==> src/tpf_map.svh <==
// constants of the packet framer: marker, fixed field values, sizes and register offsets
`ifndef TPF_MAP_SVH
`define TPF_MAP_SVH
`define TPF_SYNC_MARKER   32'h1ACFFC1D
`define TPF_IDENT_BASE    16'h880C
`define TPF_IDENT_MASK    16'hF80F
`define TPF_SEQ_INIT      16'hC000
`define TPF_LEN_MAX       9'h104
`define TPF_PKT_TYPE      32'h03000020
`define TPF_HOUSE_TAG     4'h2
`define TPF_CRC_INIT      16'hFFFF
`define TPF_CRC_POLY      16'h1021
`define TPF_SYNC_BYTES    9'h004
`define TPF_TX_HEAD_LAST  9'h015
`define TPF_RX_HEAD_LAST  9'h011
`define TPF_PAY_LAST      9'h104
`define TPF_PAY_BYTES     261
`define TPF_PWR_UNIT_A    7'h01
`define TPF_PWR_UNIT_B    7'h02
`define TPF_PWR_CODE_MAX  8'h0B
`define TPF_FIFO_DEPTH    32
`define TPF_REG_EXP       8'h00
`define TPF_REG_LEN       8'h04
`define TPF_REG_TIME0     8'h08
`define TPF_REG_TIME1     8'h0C
`define TPF_REG_DATA      8'h10
`define TPF_REG_CMD       8'h14
`define TPF_REG_STATUS    8'h18
`endif

==> src/tpf_pkg.sv <==
// state types and the check-word step shared by both ends
`include "tpf_map.svh"
package tpf_pkg;
   typedef enum logic [2:0] {
      RX_HUNT  = 3'b000,
      RX_HEAD  = 3'b001,
      RX_PAY   = 3'b010,
      RX_CRC   = 3'b011,
      RX_CHECK = 3'b100,
      RX_FWD   = 3'b101
   } tpf_rx_state_e;

   typedef enum logic [1:0] {
      TX_IDLE = 2'b00,
      TX_HEAD = 2'b01,
      TX_PAY  = 2'b10,
      TX_CRC  = 2'b11
   } tpf_tx_state_e;

   // one byte into the check register, most significant bit first
   function automatic logic [15:0] crc_byte(input logic [7:0] b, input logic [15:0] c);
      logic [15:0] r;
      logic        fb;
      r = c;
      for (int i = 7; i >= 0; i--) begin
         fb = r[15] ^ b[i];
         r  = {r[14:0], 1'b0};
         if (fb) begin
            r = r ^ `TPF_CRC_POLY;
         end
      end
      return r;
   endfunction : crc_byte
endpackage : tpf_pkg

==> src/tpf_link_if.sv <==
// byte stream between the ground equipment and the onboard computer
interface tpf_link_if;
   logic [7:0] data;
   logic       valid;
   logic       ready;
   modport sender   (output data, output valid, input ready);
   modport receiver (input data, input valid, output ready);
endinterface : tpf_link_if

==> src/tpf_tx.sv <==
// ground end: payload fifo and packet builder driven by software over AHB-Lite
//
// The implementer's own choices: the register offsets and the AHB-Lite register port.
`include "tpf_map.svh"
module tpf_fifo #(
   parameter int WIDTH = 8,
   parameter int DEPTH = `TPF_FIFO_DEPTH
) (
   // clock and reset
   input  wire logic             CLK,
   input  wire logic             RST_B,
   // filling side
   input  wire logic             IN_VALID,
   input  wire logic [WIDTH-1:0] IN_DATA,
   output logic                  IN_READY,
   // draining side
   output logic                  OUT_VALID,
   output logic [WIDTH-1:0]      OUT_DATA,
   input  wire logic             OUT_READY
);
   localparam int AW = $clog2(DEPTH);

   generate
      if (DEPTH < 2 || (DEPTH & (DEPTH - 1)) != 0 || WIDTH < 1) begin : g_bad
         $error("tpf_fifo: depth must be a power of two of at least 2");
      end
   endgenerate

   typedef struct packed {
      logic [DEPTH-1:0][WIDTH-1:0] mem;
      logic [AW-1:0]               wp;
      logic [AW-1:0]               rp;
      logic [AW:0]                 cnt;
   } tpf_fifo_s;

   tpf_fifo_s st;
   tpf_fifo_s next_st;
   logic      push;
   logic      pop;

   // full and empty follow the fill count
   assign IN_READY  = (st.cnt != (AW + 1)'(DEPTH));
   assign OUT_VALID = (st.cnt != '0);
   assign OUT_DATA  = st.mem[st.rp];
   assign push      = IN_VALID && IN_READY;
   assign pop       = OUT_VALID && OUT_READY;

   // pointer and count update
   always_comb begin
      next_st = st;
      if (push) begin
         next_st.mem[st.wp] = IN_DATA;
         next_st.wp         = AW'(st.wp + 1'b1);
      end
      if (pop) begin
         next_st.rp = AW'(st.rp + 1'b1);
      end
      if (push && !pop) begin
         next_st.cnt = (AW + 1)'(st.cnt + 1'b1);
      end else if (pop && !push) begin
         next_st.cnt = (AW + 1)'(st.cnt - 1'b1);
      end
   end

   // state register
   always_ff @(posedge CLK or negedge RST_B) begin
      if (!RST_B) begin
         st <= '0;
      end else begin
         st <= next_st;
      end
   end
endmodule : tpf_fifo

module tpf_tx (
   // clock and reset
   input  wire logic        CLK,
   input  wire logic        RST_B,
   // AHB-Lite slave
   input  wire logic        HSEL,
   input  wire logic [31:0] HADDR,
   input  wire logic [1:0]  HTRANS,
   input  wire logic        HWRITE,
   input  wire logic [2:0]  HSIZE,
   input  wire logic [31:0] HWDATA,
   input  wire logic        HREADY,
   output logic             HREADYOUT,
   output logic [31:0]      HRDATA,
   output logic             HRESP,
   // packet byte stream to the onboard computer
   tpf_link_if.sender       LNK
);
   typedef struct packed {
      tpf_pkg::tpf_tx_state_e state;
      logic [8:0]             idx;
      logic [175:0]           hdr;
      logic [15:0]            crc;
      logic [15:0]            seq;
      logic [8:0]             len;
      logic [6:0]             exp;
      logic [3:0]             tsk;
      logic [7:0]             sid;
      logic [31:0]            tm0;
      logic [15:0]            tm1;
      logic                   pend;
      logic                   a_write;
      logic [7:0]             a_addr;
      logic                   hreadyout;
      logic [31:0]            hrdata;
      logic                   hresp;
      logic [7:0]             dat;
      logic                   val;
   } tpf_tx_s;

   localparam tpf_tx_s TX_RESET = '{state: tpf_pkg::TX_IDLE, seq: `TPF_SEQ_INIT,
                                    hreadyout: 1'b1, default: '0};

   tpf_tx_s     st;
   tpf_tx_s     next_st;
   logic        adv;
   logic        busy;
   logic [15:0] start_id;
   logic        f_push;
   logic        f_in_ready;
   logic        f_pop;
   logic        f_valid;
   logic [7:0]  f_data;
   logic        pay_used;
   logic        pay_ok;
   logic [7:0]  pay_byte;

   // payload bytes written by software wait here for the builder
   tpf_fifo #(.WIDTH(8), .DEPTH(`TPF_FIFO_DEPTH)) u_fifo (
      .CLK       (CLK),
      .RST_B     (RST_B),
      .IN_VALID  (f_push),
      .IN_DATA   (HWDATA[7:0]),
      .IN_READY  (f_in_ready),
      .OUT_VALID (f_valid),
      .OUT_DATA  (f_data),
      .OUT_READY (f_pop)
   );

   // helpers for the builder
   assign adv       = !st.val || LNK.ready;
   assign busy      = (st.state != tpf_pkg::TX_IDLE) || st.val;
   assign start_id  = 16'({5'h00, st.exp, 4'h0} + `TPF_IDENT_BASE);
   assign pay_used  = (st.idx <= st.len);
   assign pay_ok    = !pay_used || f_valid;
   assign pay_byte  = pay_used ? f_data : 8'h00;
   assign f_push    = st.pend && st.a_write && (st.a_addr == `TPF_REG_DATA);

   // link side builder, then the bus slave
   always_comb begin
      next_st = st;
      f_pop   = 1'b0;
      if (adv) begin
         next_st.val = 1'b0;
         case (st.state)
            tpf_pkg::TX_HEAD: begin
               next_st.val = 1'b1;
               next_st.dat = st.hdr[175:168];
               next_st.hdr = {st.hdr[167:0], 8'h00};
               if (st.idx >= `TPF_SYNC_BYTES) begin
                  next_st.crc = tpf_pkg::crc_byte(st.hdr[175:168], st.crc);
               end
               if (st.idx == `TPF_TX_HEAD_LAST) begin
                  next_st.state = tpf_pkg::TX_PAY;
                  next_st.idx   = 9'h000;
               end else begin
                  next_st.idx = 9'(st.idx + 9'h001);
               end
            end
            tpf_pkg::TX_PAY: begin
               if (pay_ok) begin
                  f_pop       = pay_used;
                  next_st.val = 1'b1;
                  next_st.dat = pay_byte;
                  next_st.crc = tpf_pkg::crc_byte(pay_byte, st.crc);
                  if (st.idx == `TPF_PAY_LAST) begin
                     next_st.state = tpf_pkg::TX_CRC;
                     next_st.idx   = 9'h000;
                  end else begin
                     next_st.idx = 9'(st.idx + 9'h001);
                  end
               end
            end
            tpf_pkg::TX_CRC: begin
               next_st.val = 1'b1;
               if (st.idx == 9'h000) begin
                  next_st.dat = st.crc[7:0];
                  next_st.idx = 9'h001;
               end else begin
                  next_st.dat   = st.crc[15:8];
                  next_st.state = tpf_pkg::TX_IDLE;
                  next_st.seq   = 16'(st.seq + 16'h0001);
               end
            end
            default: begin
            end
         endcase
      end
      if (st.pend) begin
         next_st.pend      = 1'b0;
         next_st.hreadyout = 1'b1;
         next_st.hrdata    = 32'h00000000;
         if (!st.a_write) begin
            if (st.a_addr == `TPF_REG_EXP) begin
               next_st.hrdata = {8'h00, st.sid, 4'h0, st.tsk, 1'b0, st.exp};
            end else if (st.a_addr == `TPF_REG_LEN) begin
               next_st.hrdata = {23'h000000, st.len};
            end else if (st.a_addr == `TPF_REG_TIME0) begin
               next_st.hrdata = st.tm0;
            end else if (st.a_addr == `TPF_REG_TIME1) begin
               next_st.hrdata = {16'h0000, st.tm1};
            end else if (st.a_addr == `TPF_REG_STATUS) begin
               next_st.hrdata = {st.seq, 15'h0000, busy};
            end
         end else if (st.a_addr == `TPF_REG_EXP) begin
            next_st.exp = HWDATA[6:0];
            next_st.tsk = HWDATA[11:8];
            next_st.sid = HWDATA[23:16];
         end else if (st.a_addr == `TPF_REG_LEN) begin
            next_st.len = (HWDATA[8:0] > `TPF_LEN_MAX) ? `TPF_LEN_MAX : HWDATA[8:0];
         end else if (st.a_addr == `TPF_REG_TIME0) begin
            next_st.tm0 = HWDATA;
         end else if (st.a_addr == `TPF_REG_TIME1) begin
            next_st.tm1 = HWDATA[15:0];
         end else if (st.a_addr == `TPF_REG_DATA) begin
            next_st.pend      = !f_in_ready;
            next_st.hreadyout = f_in_ready;
         end else if (st.a_addr == `TPF_REG_CMD) begin
            if (HWDATA[0] && st.state == tpf_pkg::TX_IDLE) begin
               next_st.state = tpf_pkg::TX_HEAD;
               next_st.idx   = 9'h000;
               next_st.crc   = `TPF_CRC_INIT;
               next_st.hdr   = {`TPF_SYNC_MARKER, start_id, st.seq,
                                7'h00, st.len, st.tm0[7:0], st.tm0[15:8],
                                st.tm0[23:16], st.tm0[31:24], st.tm1[7:0],
                                st.tm1[15:8], `TPF_PKT_TYPE,
                                `TPF_HOUSE_TAG, st.tsk, st.sid};
            end
         end
      end else if (HSEL && HTRANS[1] && HREADY) begin
         next_st.pend      = 1'b1;
         next_st.a_write   = HWRITE;
         next_st.a_addr    = HADDR[7:0];
         next_st.hreadyout = 1'b0;
      end
   end

   // state register
   always_ff @(posedge CLK or negedge RST_B) begin
      if (!RST_B) begin
         st <= TX_RESET;
      end else begin
         st <= next_st;
      end
   end

   // outputs straight from the state register
   assign HREADYOUT = st.hreadyout;
   assign HRDATA    = st.hrdata;
   assign HRESP     = st.hresp;
   assign LNK.data  = st.dat;
   assign LNK.valid = st.val;
endmodule : tpf_tx

==> src/flat_wrapper.sv <==
// flat-port wrapper written by rule: the top's interface ports become plain ports
module tpf_tx_flat 
  (CLK, RST_B, HSEL, HADDR, HTRANS, HWRITE, HSIZE, HWDATA, HREADY, HREADYOUT, HRDATA, HRESP, LNK_data, LNK_valid, LNK_ready);
  tpf_link_if LNK_i ();
  input  wire logic CLK;
  input  wire logic RST_B;
  input  wire logic HSEL;
  input  wire logic [31:0] HADDR;
  input  wire logic [1:0] HTRANS;
  input  wire logic HWRITE;
  input  wire logic [2:0] HSIZE;
  input  wire logic [31:0] HWDATA;
  input  wire logic HREADY;
  output logic HREADYOUT;
  output logic [31:0] HRDATA;
  output logic HRESP;
  output wire logic [$bits(LNK_i.data)-1:0] LNK_data;
  output wire logic [$bits(LNK_i.valid)-1:0] LNK_valid;
  input wire logic [$bits(LNK_i.ready)-1:0] LNK_ready;
  assign LNK_data = LNK_i.data;
  assign LNK_valid = LNK_i.valid;
  assign LNK_i.ready = LNK_ready;
  tpf_tx u_core (.CLK(CLK), .RST_B(RST_B), .HSEL(HSEL), .HADDR(HADDR), .HTRANS(HTRANS), .HWRITE(HWRITE), .HSIZE(HSIZE), .HWDATA(HWDATA), .HREADY(HREADY), .HREADYOUT(HREADYOUT), .HRDATA(HRDATA), .HRESP(HRESP), .LNK(LNK_i));
endmodule
==> config.mk <==
export PLATFORM = sky130hd
export DESIGN_NAME = tpf_tx_flat
export DESIGN_NICKNAME = d
export VERILOG_FILES = /design/src/tpf_pkg.sv /design/src/tpf_link_if.sv /design/src/tpf_tx.sv /design/src/flat_wrapper.sv
export VERILOG_INCLUDE_DIRS = /design/src
export SDC_FILE = /design/constraint.sdc
export NUM_CORES = 1
export LEC_CHECK = 0
export BUFFER_PORTS_ARGS = -buffer_cell sky130_fd_sc_hd__clkbuf_2
export CORE_ASPECT_RATIO = 1.25
export CORE_MARGIN = 10
export CORE_UTILIZATION = 40
export CTS_BUF_LIST = sky130_fd_sc_hd__clkbuf_2
export DETAILED_ROUTE_END_ITERATION = 10
export MAX_ROUTING_LAYER = met4
export PLACE_DENSITY_LB_ADDON = 0.1
export SKIP_CTS_REPAIR_TIMING = 1
export SLEW_MARGIN = 5
export SYNTH_ARGS = -nofsm -noshare
export SYNTH_HDL_FRONTEND = slang
export SYNTH_SLANG_ARGS = --single-unit
==> constraint.sdc <==
create_clock -name CLK -period 7.65 [get_ports CLK]
set_input_delay 0.3825 -clock CLK [delete_from_list [all_inputs] [get_ports CLK]]
set_output_delay 0.3825 -clock CLK [all_outputs]
set_load 0.05 [all_outputs]
==> run metrics <==
Fmax achieved=211 MHz; critical path data required time=8.83 ns; Clk pin slew, worst setup/hold paths=0.11 ns; Worst Setup End Kind=register; setup ws final=2.91 ns; WL final=83.0 mm; Worst Hold Class=in -> reg; asr flop ratio synth=100%; Post-synth EDFFs=0; sw power=2.08 mW; min Tclk post-route=4.74 ns; Post-Syn Area per Cell=11.6 sq um; Main synth FF type=dfrtp_1; status=finished clean; design area=32800 sq um; crit path DAT=5.91 ns; Routability Congestion=0.886; CORE AREA=72400 sq um; Ys Warns=0; Critical R2R Launch=u_core.st[341]; Placement Cell Area=30300 sq um; area grow syn2layout=11.7%; Die Span Y=323 um; initial core utilization=40.5%; TritonRoute pass-1 iters=8; critical path peak fanout=9; crit path kind=reg -> reg; die area=84600 sq um; Core Rows=110; CP Launch Point=u_core.st[341]; sequential area share after synthesis=52.8%; # fillers=6999; Routed Antenna Nets=0; I/O pin cnt=118; GRT Overall Usage=20.3%; maximum clock insertion buffer count=3; pwr dens=209 nW/um^2; Worst Tran Pin Value=1.19 ns; Slew headroom=20.9%; post-detail-place hpwl=53.1 mm; Setup TNS Final=0 ns; TritonCTS Buffers=164; Max Cap Viol=0; root buffer cell=clkbuf_2; VDD IR-drop max=0.102 mV; end point of the critical path=u_core.u_fifo.st[5]; Final Cycle Share=61.9%; # H-tree levels=4; Die Width=262 um; clock latency on the worst-skew pair=1.32 ns; via/cell ratio=5.42; Comb pwr share=13.1%; fin util=45.2%; CTS tree=built; ranking of synthesized cells by area=dfrtp_1, mux2_2, mux2i_1, a21oi_1, mux4_2; Total Power=6.84 mW; number of synthesized register bits=619; fin nets=2801; syn_nets=2638; pins over their slew limit=0; Avg WL per Cell=22.0 um; initial DRC count=1372; Pint=4.76 mW; worst reg2reg path depth=18; Fin Clk Skew=0.103 ns; Num Clock Sinks=619; Cell variety after synth=73; DR DRC count=0; RSZ-0062 raised after global routing=no; top cell type's share of synthesized area=52.6%; antenna violations before repair=3; power share of the clock group=35.2%; setup violators final=0; vias in the first global route=21300; PortBufs=88; switching part of the total=30.4%; Critical Path Source Type=register; Seq pwr share=51.7%; Final Hold Fails=0; largest net degree at the start of global routing=177; routed via count=20500; Synth Cell Area=29300 sq um; Post-Place Setup Slack=2.86 ns; area leader, netlist=dfrtp_1; R2R Setup Slk=2.91 ns; Post-Synthesis Cells=2534; reg-to-reg endpoint=u_core.u_fifo.st[5]; first-pass GRT wire length=128 mm; total global routing overflow=0; layout cell share with drive strength beyond 1=29.2%; leakage power=15.5 nW
sequential cells by signal, indices dropped and copies added (netlist names):
register / flops
u_core.HRDATA: 32
u_core.HREADYOUT: 1
u_core.LNK.data: 8
u_core.LNK.valid: 1
u_core.st: 305
u_core.u_fifo.st: 272
layout by cell type, fill, tap and decap left out, types with 5 or more instances in the layout:
master / n
xnor2_1: 55
a221o_1: 5
dlygate4sd3_1: 89
nor2_1: 148
and3_1: 12
mux2_2: 331
xor2_1: 24
nor2_2: 25
inv_6: 5
o21ai_0: 60
clkbuf_2: 338
buf_4: 33
mux4_2: 41
a222oi_1: 8
mux2_4: 8
nand3_1: 138
or3_1: 10
nor2b_1: 17
nand4_1: 18
nand2_1: 186
a21oi_1: 190
o22ai_1: 30
dfrtp_1: 613
clkinv_1: 26
nor3_1: 14
nand2b_1: 16
mux2i_1: 151
a31oi_1: 8
a22oi_1: 27
o21a_1: 8
ha_1: 27
o211ai_1: 11
inv_1: 40
or4_1: 8
nand3b_1: 10
cell type report:
| cell class | count | area, sq um | share of cell area, % |
|---|---|---|---|
| Tap cell | 952 | 1190 | 3.64 |
| Clock inverter | 40 | 269 | 0.821 |
| Sequential cell | 619 | 15500 | 47.3 |
| Antenna cell | 3 | 7.51 | 0.0229 |
| Clock buffer | 251 | 1260 | 3.83 |
| Multi-Input combinational cell | 1657 | 12700 | 38.8 |
| Inverter | 41 | 154 | 0.470 |
| Timing Repair Buffer | 214 | 1680 | 5.12 |
metal layers:
metal	GRT usage, %	vias up	part of all wire [%]
li1	-	9424	-
met1	23.8	10500	42
met2	34.7	409	53
met3	3.87	112	3.7
met4	6.66	0	2.0
met5	-	-	0
cells by family after synthesis:
| logic type | count (synthesis) | share of synthesized area (%) |
|---|---|---|
| simple gates | 644 | 10.6 |
| flops | 619 | 52.8 |
| mux | 531 | 21.4 |
| compound gates | 373 | 7.45 |
| buf+inv | 258 | 4.02 |
| xor+xnor | 79 | 2.36 |
| fa+ha+maj | 29 | 1.26 |
| other cells | 1 | 0.0128 |
power groups by stage:
stage	registers, mW	clock network [mW]	logic, mW
finish	3.53	2.41	0.897
global route	3.55	2.69	0.994
CTS	3.53	2.52	0.854
detailed placement	3.60	0	0.851
global placement	3.59	0	0.835
floorplan	3.53	0	0.648
cell usage after synthesis (4+ instances only):
cell / instances
nor3b_1: 4
nor2_2: 25
a221o_1: 5
a22oi_1: 27
xnor2_1: 55
a221oi_1: 4
or3_1: 10
mux2i_1: 151
buf_4: 45
clkbuf_1: 137
o22ai_1: 30
buf_2: 20
nor4_1: 4
nand4_1: 18
nand2_1: 187
a21oi_1: 190
nand3_1: 138
a31oi_1: 8
nand3b_1: 10
mux4_2: 41
nor2b_1: 17
or4_1: 9
buf_1: 13
xor2_1: 24
o211ai_1: 11
nor2_1: 148
nand2b_1: 17
a222oi_1: 8
dfrtp_1: 616
o21a_1: 8
a211oi_1: 4
o21ai_0: 60
ha_1: 28
and2_1: 4
and3_1: 12
nor3_1: 15
mux2_4: 8
inv_1: 40
mux2_2: 331
stage by stage:
| step | hold WS, ns | std cells |
|---|---|---|
| after floorplan | 0.0869 | 2534 |
| after global placement | 0.423 | 3393 |
| after detailed placement | 0.429 | 3393 |
| after CTS | -1.19 | 3684 |
| after global routing | 0.00449 | 3777 |
| final | 0.173 | 3777 |
worst min path at each step:
stage,startpoint,slack [ns],to,cells past startpoint
2_1_floorplan,RST_B,0.09,u_core.HRDATA[0],0
3_3_place_gp,RST_B,0.42,u_core.st[94],1
3_5_place_dp,RST_B,0.43,u_core.st[93],1
4_1_cts,RST_B,-1.19,u_core.st[92],1
5_1_grt,LNK_ready,0.004,u_core.LNK.valid,4
6_report,LNK_ready,0.17,u_core.LNK.valid,4
worst max-delay path: stages (launching register included):
cell and delay [ns]:
dfrtp_1 0.50, ha_1 0.36, a22o_1 0.20, o41ai_1 0.45, a21o_1 0.28, and2_1 0.18, nand2_1 0.16, nor2_1 0.55
inv_1 0.26, ha_1 0.28, inv_1 0.16, ha_1 0.26, a21o_1 0.15, a21oi_1 0.24, o21bai_1 0.10, a21oi_1 0.17
xnor2_1 0.13, nor2_1 0.06, xor2_1 0.14
Power figures use the tool's default switching activity.
